==> config.mk <==
export PLATFORM = sky130hd
export DESIGN_NAME = vfdsd_driver
export DESIGN_NICKNAME = d
export VERILOG_FILES = /design/src/hw/vfdsd_pkg.sv /design/src/hw/vfdsd_fifo_if.sv /design/src/hw/vfdsd_fifo.sv /design/src/hw/vfdsd_driver.sv
export SDC_FILE = /design/constraint.sdc
export NUM_CORES = 1
export LEC_CHECK = 0
export BUFFER_PORTS_ARGS = -buffer_cell sky130_fd_sc_hd__buf_2
export CAP_MARGIN = 20
export CORE_ASPECT_RATIO = 0.5
export CORE_UTILIZATION = 64
export DETAILED_ROUTE_END_ITERATION = 8
export PLACE_DENSITY = 0.84
export RECOVER_POWER = 100
export SETUP_SLACK_MARGIN = 0.5
export SYNTH_ARGS = -nofsm -noshare
export SYNTH_HDL_FRONTEND = slang
export SYNTH_SLANG_ARGS = --single-unit
==> constraint.sdc <==
create_clock -name clk_in -period 7.2 [get_ports clk_in]
set_input_delay 0.72 -clock clk_in [delete_from_list [all_inputs] [get_ports clk_in]]
set_output_delay 0.72 -clock clk_in [all_outputs]
set_load 0.03 [all_outputs]
==> src/hw/vfdsd_pkg.sv <==
/*
 Shared constants of the display shift latch driver.
 Assumes a single 200 MHz system clock; the shift clock is sampled, not used as a clock.
*/
package vfdsd_pkg;
  // ****************************************************************
  // Sizes and timing
  // ****************************************************************
  localparam int STAGES        = 40;
  localparam int CLK_PERIOD_PS = 5000;
  localparam int SYNC_DEPTH    = 3;
  localparam int FIFO_DEPTH    = 16;
  localparam int FIFO_WIDTH    = 2;
  localparam int SHIFT_MAX_KHZ = 5000;
  localparam int SHIFT_MIN_CYC = (1000000000 / SHIFT_MAX_KHZ) / CLK_PERIOD_PS;
  // Field layout of one FIFO word: direction and data bit
  localparam int FLD_DATA = 0;
  localparam int FLD_DIR  = 1;
  localparam logic PIN_DEFAULT_HIGH = 1'h1;
  localparam logic PIN_DEFAULT_LOW  = 1'h0;
endpackage : vfdsd_pkg

==> src/hw/vfdsd_fifo_if.sv <==
/*
 Carrier between the shift engine and the FIFO module.
 Assumes both ends on the same clock.
*/
`timescale 1ns/1ps
interface vfdsd_fifo_if #(parameter int WIDTH = 2);
  logic             wr_valid;
  logic             wr_ready;
  logic [WIDTH-1:0] wr_data;
  logic             rd_valid;
  logic             rd_ready;
  logic [WIDTH-1:0] rd_data;
  modport fifo (input wr_valid, wr_data, rd_ready, output wr_ready, rd_valid, rd_data);
  modport user (output wr_valid, wr_data, rd_ready, input wr_ready, rd_valid, rd_data);
endinterface : vfdsd_fifo_if

==> src/hw/vfdsd_fifo.sv <==
/*
 Small synchronous FIFO with valid and ready on both sides.
 Assumes one clock and an active-low asynchronous reset.
*/
`timescale 1ns/1ps
module vfdsd_fifo #(
  parameter int WIDTH = 2,
  parameter int DEPTH = 16
) (
  // Clock and reset
  input  wire logic   clk_in,
  input  wire logic   rst_n_in,
  // Streams
  vfdsd_fifo_if.fifo  port
);
  localparam int AW = $clog2(DEPTH);
  initial begin
    if (DEPTH < 2 || (1 << AW) != DEPTH) $error("DEPTH must be a power of two");
  end
  logic [WIDTH-1:0] mem_reg [DEPTH];
  logic [AW:0]      wr_ptr_reg;
  logic [AW:0]      rd_ptr_reg;
  wire              empty_w = (wr_ptr_reg == rd_ptr_reg);
  wire              full_w  = (wr_ptr_reg[AW] != rd_ptr_reg[AW]) &&
                              (wr_ptr_reg[AW-1:0] == rd_ptr_reg[AW-1:0]);
  wire              push_w  = port.wr_valid && !full_w;
  wire              pop_w   = port.rd_ready && !empty_w;
  assign port.wr_ready = !full_w;
  assign port.rd_valid = !empty_w;
  assign port.rd_data  = mem_reg[rd_ptr_reg[AW-1:0]];
  always_ff @(posedge clk_in) begin
    if (push_w) begin
      mem_reg[wr_ptr_reg[AW-1:0]] <= port.wr_data;
    end
  end
  always_ff @(posedge clk_in or negedge rst_n_in) begin
    if (!rst_n_in) begin
      wr_ptr_reg <= '0;
      rd_ptr_reg <= '0;
    end else begin
      if (push_w) wr_ptr_reg <= wr_ptr_reg + 1'b1;
      if (pop_w)  rd_ptr_reg <= rd_ptr_reg + 1'b1;
    end
  end
endmodule : vfdsd_fifo

==> src/hw/vfdsd_driver.sv <==
/*
 Serial-in parallel-out display driver: shift register, strobe latch, output overrides.
 Assumes host pins arrive asynchronously; all are sampled on clk_in.
*/
// Notes on behaviour
// - Forty stages advance one position per shift clock rising edge.
// - A one on serial input turns the matching driver output on.
// - Direction high: data moves toward stage 40, new bit enters stage 1.
// - Direction low: data moves toward stage 1, new bit enters stage 40.
// - Direction high: cascade output shows stage 40.
// - Direction low: cascade output shows stage 1.
// - Strobe high: latch is transparent to the shift stages.
// - Strobe falling: latch holds the stages until strobe rises again.
// - Blanking low forces every driver output low.
// - Blanking high, test low: outputs follow the latch.
// - Blanking high, test high: all outputs forced high.
// - Blanking input reads high when undriven.
// - Test input reads low when undriven.
// - Direction input reads high when undriven.
// - Without a shift clock rise, stages and cascade output stay unchanged.
// - Stages are not initialised and may hold anything until loaded.
`timescale 1ns/1ps
module vfdsd_driver #(
  parameter int STAGES = vfdsd_pkg::STAGES
) (
  // Clock and reset
  input  wire logic              clk_in,
  input  wire logic              rst_n_in,
  // Serial link from host
  input  wire logic              shift_clk_in,
  input  wire logic              serial_data_in,
  input  wire logic              shift_dir_in,
  input  wire logic              shift_dir_oe_in,
  // Latch and override controls
  input  wire logic              latch_strobe_in,
  input  wire logic              blank_n_in,
  input  wire logic              blank_n_oe_in,
  input  wire logic              all_on_test_in,
  input  wire logic              all_on_test_oe_in,
  // Outputs
  output logic                   cascade_out,
  output logic [STAGES-1:0]      drive_out,
  output logic                   fifo_stall_out
);
  initial begin
    if (STAGES < 2) $error("STAGES must be at least two");
  end

  // ****************************************************************
  // Pin resolution and synchronisers
  // ****************************************************************
  // Undriven pins resolve through their pulls before sampling
  wire dir_pin_w   = shift_dir_oe_in   ? shift_dir_in   : vfdsd_pkg::PIN_DEFAULT_HIGH;
  wire blank_pin_w = blank_n_oe_in     ? blank_n_in     : vfdsd_pkg::PIN_DEFAULT_HIGH;
  wire test_pin_w  = all_on_test_oe_in ? all_on_test_in : vfdsd_pkg::PIN_DEFAULT_LOW;

  localparam int NPIN = 6;
  wire  [NPIN-1:0] pins_w = {test_pin_w, blank_pin_w, latch_strobe_in,
                             dir_pin_w, serial_data_in, shift_clk_in};
  logic [NPIN-1:0] s1_reg;
  logic [NPIN-1:0] s2_reg;
  logic [NPIN-1:0] s3_reg;
  logic [NPIN-1:0] clean_reg;
  // A change counts once the second and third stages agree
  wire  [NPIN-1:0] agree_w    = ~(s2_reg ^ s3_reg);
  wire  [NPIN-1:0] clean_next = (agree_w & s2_reg) | (~agree_w & clean_reg);

  always_ff @(posedge clk_in or negedge rst_n_in) begin
    if (!rst_n_in) begin
      s1_reg    <= '0;
      s2_reg    <= '0;
      s3_reg    <= '0;
      clean_reg <= '0;
    end else begin
      s1_reg    <= pins_w;
      s2_reg    <= s1_reg;
      s3_reg    <= s2_reg;
      clean_reg <= clean_next;
    end
  end

  wire sclk_w   = clean_reg[0];
  wire sdata_w  = clean_reg[1];
  wire sdir_w   = clean_reg[2];
  wire strobe_w = clean_reg[3];
  wire blank_w  = clean_reg[4];
  wire test_w   = clean_reg[5];

  // ****************************************************************
  // Shift clock edge detection
  // ****************************************************************
  logic sclk_prev_reg;
  // Data is taken as sampled at the rise, so it was set up while low
  wire  rise_w = sclk_w && !sclk_prev_reg;
  // Pins sample together, so data and direction pair with this edge
  wire [vfdsd_pkg::FIFO_WIDTH-1:0] word_w;
  assign word_w[vfdsd_pkg::FLD_DATA] = sdata_w;
  assign word_w[vfdsd_pkg::FLD_DIR]  = sdir_w;

  always_ff @(posedge clk_in or negedge rst_n_in) begin
    if (!rst_n_in) begin
      sclk_prev_reg <= 1'h0;
    end else begin
      sclk_prev_reg <= sclk_w;
    end
  end

  // ****************************************************************
  // Edge FIFO
  // ****************************************************************
  // Absorbs edges while the shifter waits; at the legal rate it never fills
  vfdsd_fifo_if #(.WIDTH(vfdsd_pkg::FIFO_WIDTH)) fq ();
  assign fq.wr_valid = rise_w;
  assign fq.wr_data  = word_w;

  vfdsd_fifo #(
    .WIDTH (vfdsd_pkg::FIFO_WIDTH),
    .DEPTH (vfdsd_pkg::FIFO_DEPTH)
  ) u_fifo (
    .clk_in   (clk_in),
    .rst_n_in (rst_n_in),
    .port     (fq.fifo)
  );

  // ****************************************************************
  // Shift register
  // ****************************************************************
  logic [STAGES-1:0] stage_reg;
  logic              strobe_prev_reg;
  logic              hold_pend_reg;
  // Shifting stalls for one cycle at a strobe fall so the latch captures first
  wire               strobe_fall_w = strobe_prev_reg && !strobe_w;
  wire               take_w        = fq.rd_valid && !strobe_fall_w;
  assign fq.rd_ready = take_w;
  wire               in_bit_w = fq.rd_data[vfdsd_pkg::FLD_DATA];
  wire               in_dir_w = fq.rd_data[vfdsd_pkg::FLD_DIR];
  // Index 0 is stage 1
  wire [STAGES-1:0]  up_w   = {stage_reg[STAGES-2:0], in_bit_w};
  wire [STAGES-1:0]  down_w = {in_bit_w, stage_reg[STAGES-1:1]};
  wire [STAGES-1:0]  stage_next = take_w ? (in_dir_w ? up_w : down_w) : stage_reg;
  // Cascade tap follows the direction the edge used
  wire               casc_next  = take_w ? (in_dir_w ? up_w[STAGES-1] : down_w[0])
                                         : cascade_out;

  // No reset: stages power up undefined and need loading
  always_ff @(posedge clk_in) begin
    stage_reg <= stage_next;
  end

  always_ff @(posedge clk_in or negedge rst_n_in) begin
    if (!rst_n_in) begin
      cascade_out     <= 1'h0;
      strobe_prev_reg <= 1'h0;
      fifo_stall_out  <= 1'h0;
    end else begin
      cascade_out     <= casc_next;
      strobe_prev_reg <= strobe_w;
      fifo_stall_out  <= !fq.wr_ready;
    end
  end

  // ****************************************************************
  // Latch and output stage
  // ****************************************************************
  logic [STAGES-1:0] latch_q_reg;
  wire  [STAGES-1:0] latch_q_next = strobe_w ? stage_reg : latch_q_reg;
  // Registered so outputs come straight from flip-flops; one cycle of lag
  wire  [STAGES-1:0] drive_next   = !blank_w ? '0 :
                                    test_w   ? '1 :
                                    latch_q_next;

  always_ff @(posedge clk_in or negedge rst_n_in) begin
    if (!rst_n_in) begin
      latch_q_reg <= '0;
      drive_out   <= '0;
    end else begin
      latch_q_reg <= latch_q_next;
      drive_out   <= drive_next;
    end
  end

  // ****************************************************************
  // Checks
  // ****************************************************************
  AST_BLANK_LOW: assert property (@(posedge clk_in) disable iff (!rst_n_in)
    !blank_w |=> drive_out == '0) else $error("blanking did not force outputs low");
  AST_TEST_HIGH: assert property (@(posedge clk_in) disable iff (!rst_n_in)
    blank_w && test_w |=> drive_out == '1) else $error("test did not force outputs high");
  // Case equality: stages are unreset, so unloaded bits must compare as they are
  AST_FOLLOW: assert property (@(posedge clk_in) disable iff (!rst_n_in)
    blank_w && !test_w |=> drive_out === $past(latch_q_next))
    else $error("outputs do not follow latch");
  AST_TRANSP: assert property (@(posedge clk_in) disable iff (!rst_n_in)
    strobe_w |=> latch_q_reg === $past(stage_reg)) else $error("latch not transparent");
  AST_HOLD: assert property (@(posedge clk_in) disable iff (!rst_n_in)
    !strobe_w |=> $stable(latch_q_reg)) else $error("latch changed while held");
  AST_UP: assert property (@(posedge clk_in) disable iff (!rst_n_in)
    take_w && in_dir_w |=> stage_reg[0] === $past(in_bit_w) &&
    stage_reg[STAGES-1:1] === $past(stage_reg[STAGES-2:0])) else $error("up shift wrong");
  AST_DOWN: assert property (@(posedge clk_in) disable iff (!rst_n_in)
    take_w && !in_dir_w |=> stage_reg[STAGES-1] === $past(in_bit_w) &&
    stage_reg[STAGES-2:0] === $past(stage_reg[STAGES-1:1])) else $error("down shift wrong");
  AST_STILL: assert property (@(posedge clk_in) disable iff (!rst_n_in)
    !take_w |=> $stable(stage_reg) && $stable(cascade_out)) else $error("shifted without edge");
  AST_CASC: assert property (@(posedge clk_in) disable iff (!rst_n_in)
    take_w && in_dir_w |=> cascade_out === stage_reg[STAGES-1]) else $error("cascade tap wrong");
  AST_CASC_LO: assert property (@(posedge clk_in) disable iff (!rst_n_in)
    take_w && !in_dir_w |=> cascade_out === stage_reg[0]) else $error("cascade tap wrong");
  AST_FALL_FIRST: assert property (@(posedge clk_in) disable iff (!rst_n_in)
    strobe_fall_w |-> !take_w) else $error("shift taken at strobe fall");
  AST_STALL: assert property (@(posedge clk_in) disable iff (!rst_n_in)
    1'b1 |=> fifo_stall_out == $past(!fq.wr_ready)) else $error("stall flag wrong");
  AST_EDGE: assert property (@(posedge clk_in) disable iff (!rst_n_in)
    rise_w |-> ##[0:16] take_w) else $error("edge not applied");

  COV_UP:    cover property (@(posedge clk_in) disable iff (!rst_n_in) take_w && in_dir_w);
  COV_DOWN:  cover property (@(posedge clk_in) disable iff (!rst_n_in) take_w && !in_dir_w);
  COV_FALL:  cover property (@(posedge clk_in) disable iff (!rst_n_in) strobe_fall_w);
  COV_TEST:  cover property (@(posedge clk_in) disable iff (!rst_n_in) blank_w && test_w);
endmodule : vfdsd_driver

==> impl_metrics.toml <==
[detailed_routing]
first_pass_iters = 4
final_antenna_net_count = 0
drt-total-wl_mm = 12.19
dr_total_vias = 3637
drt_iter0_drc = 251
viasPerCell = 5.819
met1Wirelength_mm = 5.567
drt-wirelength-per-cell_um = 19.50
top_layer_used = "met4"
wl_met2_mm = 6.075
drc = 0
route.met3.wl_um = 376

[final_layout]
syn2layout_area_growth_pct = 11.79
diodes = 0
fin_cells = 625
nets = 489
fill_cells = 594
drive_gt1_share_pct = 18.56

[setup_path]
critPathCaptureType = "flip-flop"
critPathSlowestCell = "clkbuf_1"
slowest_delay_ps = 1600
cp.arrival_ps = 4290
crit_path_start_kind = "flip-flop"
worstPathMaxFanout = 41
crit_chain = "mux4_2, mux2_1, a22oi_4, clkbuf_1, mux2_2"
crit_type = "flip-flop to flip-flop"
crit_required_ps = 7360

[yosys]
yosys.area.top_type = "dfrtp_1"
syn_nets = 439
netlist.area_leader.share_pct = 40.99
synth_area_leaders = "dfrtp_1, edfxtp_1, mux2_2"
synth-main-ff-cell = "dfrtp_1"
async_flop_share_pct = 62.11
yosysMostFrequentCell = "dfrtp_1"
ys_ff_latch = 190
syn_area_um2 = 7204
synth-seq-area-share_pct = 71.00
yosysWarnings = 0
syn_inst = 423
synth-edff-count = 72
synth.cells.most_frequent = "dfrtp_1, mux2_2, edfxtp_1"
synth_cell_types = 33
syn_area_per_cell_um2 = 17.03

[placed_design]
portBuffers = 52
gp_congestion = 0.7994
dpl.hpwl_mm = 7.192
placedCellCount = 594

[sta]
max_slew_margin_pct = -66.61
setup_viol = 0
max_freq_ghz = 0.2427
finalHoldViolCount = 0
finalCritPeriodShare_pct = 57.24
period_minus_slack_ps = 4121
tns_ps = 0
rsz0062_at_grt = "false"
finClkSkew_ps = 11.53
drv_slew = 231
worst_pin_slew_ps = 2490

[clock_network]
cts_inserted_buffers = 17
cts-root-buf = "clkbuf_16"
cts-resized-gates = 0
cts_setup_buffers = 0
h-tree-depth = 4
tritoncts = "yes"
clkLatencyLatePin_ps = 420
clk_pin_slew_worst_paths_ps = 70
ctsLongestPathBuffers = 2
ctsHoldBuffers = 0
numClockSinks = 190

[global_route]
grt_pass1_vias = 3834
grt_first_pass_wirelength_mm = 20.60
antenna_found_initial = 0
grt-ovfl-total = 0
grt_max_degree = 71
grt_usage_pct = 23.65

[floorplanning]
fp.dieW_um = 152.0
ios = 53
die_area_um2 = 11710
die_h_um = 77.03
core-area_um2 = 10570
start_util_pct = 68.14
rows = 26

[job]
cap_viol_max_count = 5

[run_status]
outcome = "finished, violations left"
violations = "capacitance limit, slew limit"

[power]
power_density_nw_per_um2 = 504.8
peakVddDrop_mv = 0.2736
cellLeakagePower_nw = 3.152
total_power_w = 0.004066

[hold_path]
hold_class = "flip-flop to flip-flop"
-- per-stage QoR --
stage	cell area (um2)	hold slack [ps]	utilization (%)	setup WS (ps)
2_1_floorplan	7204	331.2	-	4514
3_3_place_gp	7572	331.7	71.62	4415
3_5_place_dp	7572	339.7	71.62	4362
4_1_cts	8145	310.9	77.04	4328
5_1_grt	8054	358.7	76.18	2511
6_report	8054	352.8	76.18	3079
-- power breakdown --
| group | internal, W | total [W] | leakage [nW] | switching, W |
|---|---|---|---|---|
| logic | 0.000571 | 0.00127 | 0.834 | 0.000698 |
| registers | 0.00162 | 0.00188 | 2.04 | 0.000263 |
| clock network | 0.000530 | 0.000914 | 0.282 | 0.000384 |
-- kinds of logic (layout without fill, tap and decap cells) --
group           Yosys count  count (layout)  synth area share, %
simple gates             34              34                2.692
xor+xnor                 14              14                1.702
flops                   190             190                71.00
buf+inv                  32              94                2.015
mux                      93              93                15.56
compound gates           49              49                5.332
fa+ha+maj                11              11                1.702
-- layer usage --
metal | track usage [%] | vias up
li1 | - | 1633
met2 | 38.10 | 76
met4 | 8.571 | 0
met1 | 32.28 | 1910
met3 | 5.427 | 18
met5 | 0 | -
-- final timing paths --
check                      slack (ps)                             start                      end  cells after the start
setup / recovery                 3080  u_fifo.rd_ptr_reg[1]$_DFFE_PN0P_   stage_reg[9]$_DFFE_PP_                      5
hold / removal                    350               s1_reg[4]$_DFF_PN0_      s2_reg[4]$_DFF_PN0_                      0
setup reg to reg                 3080  u_fifo.rd_ptr_reg[1]$_DFFE_PN0P_   stage_reg[9]$_DFFE_PP_                      5
hold reg to reg                   350               s1_reg[4]$_DFF_PN0_      s2_reg[4]$_DFF_PN0_                      0
max in group asynchronous        3400                          rst_n_in   drive_out[2]$_DFF_PN0_                      2
min in group asynchronous        1050                          rst_n_in  drive_out[24]$_DFF_PN0_                      1
-- worst max-delay path, delay by kind of cell (launching register included) --
kind	cells	cell delay, ps
buf+inv	1	1600
compound gates	1	190
mux	3	1370
flops	1	670
-- layout make-up --
class	instances	area, um2	share of cell area (%)
tap	140	175.2	2.175
multi-input combinational	201	1938	24.06
clock inverter	9	108.9	1.352
clock buffer	22	464.2	5.764
timing repair buffer	58	234.0	2.905
inverter	5	18.77	0.2330
sequential	190	5115	63.51
-- placed cells by master (no fill, tap or decap), types with 4 or more instances in the layout --
cell and n:
mux2_2 43, inv_1 5, mux2_1 39, mux4_2 7, o21a_1 40, nand4_1 4, clkbuf_1 50, and3_1 15
xnor2_1 12, clkbuf_16 17, mux2i_1 4, buf_2 9, ha_1 5, dfrtp_1 118, nor2_1 4, edfxtp_1 72
maj3_1 6
Note: power is estimated with default switching activity, not from simulation.
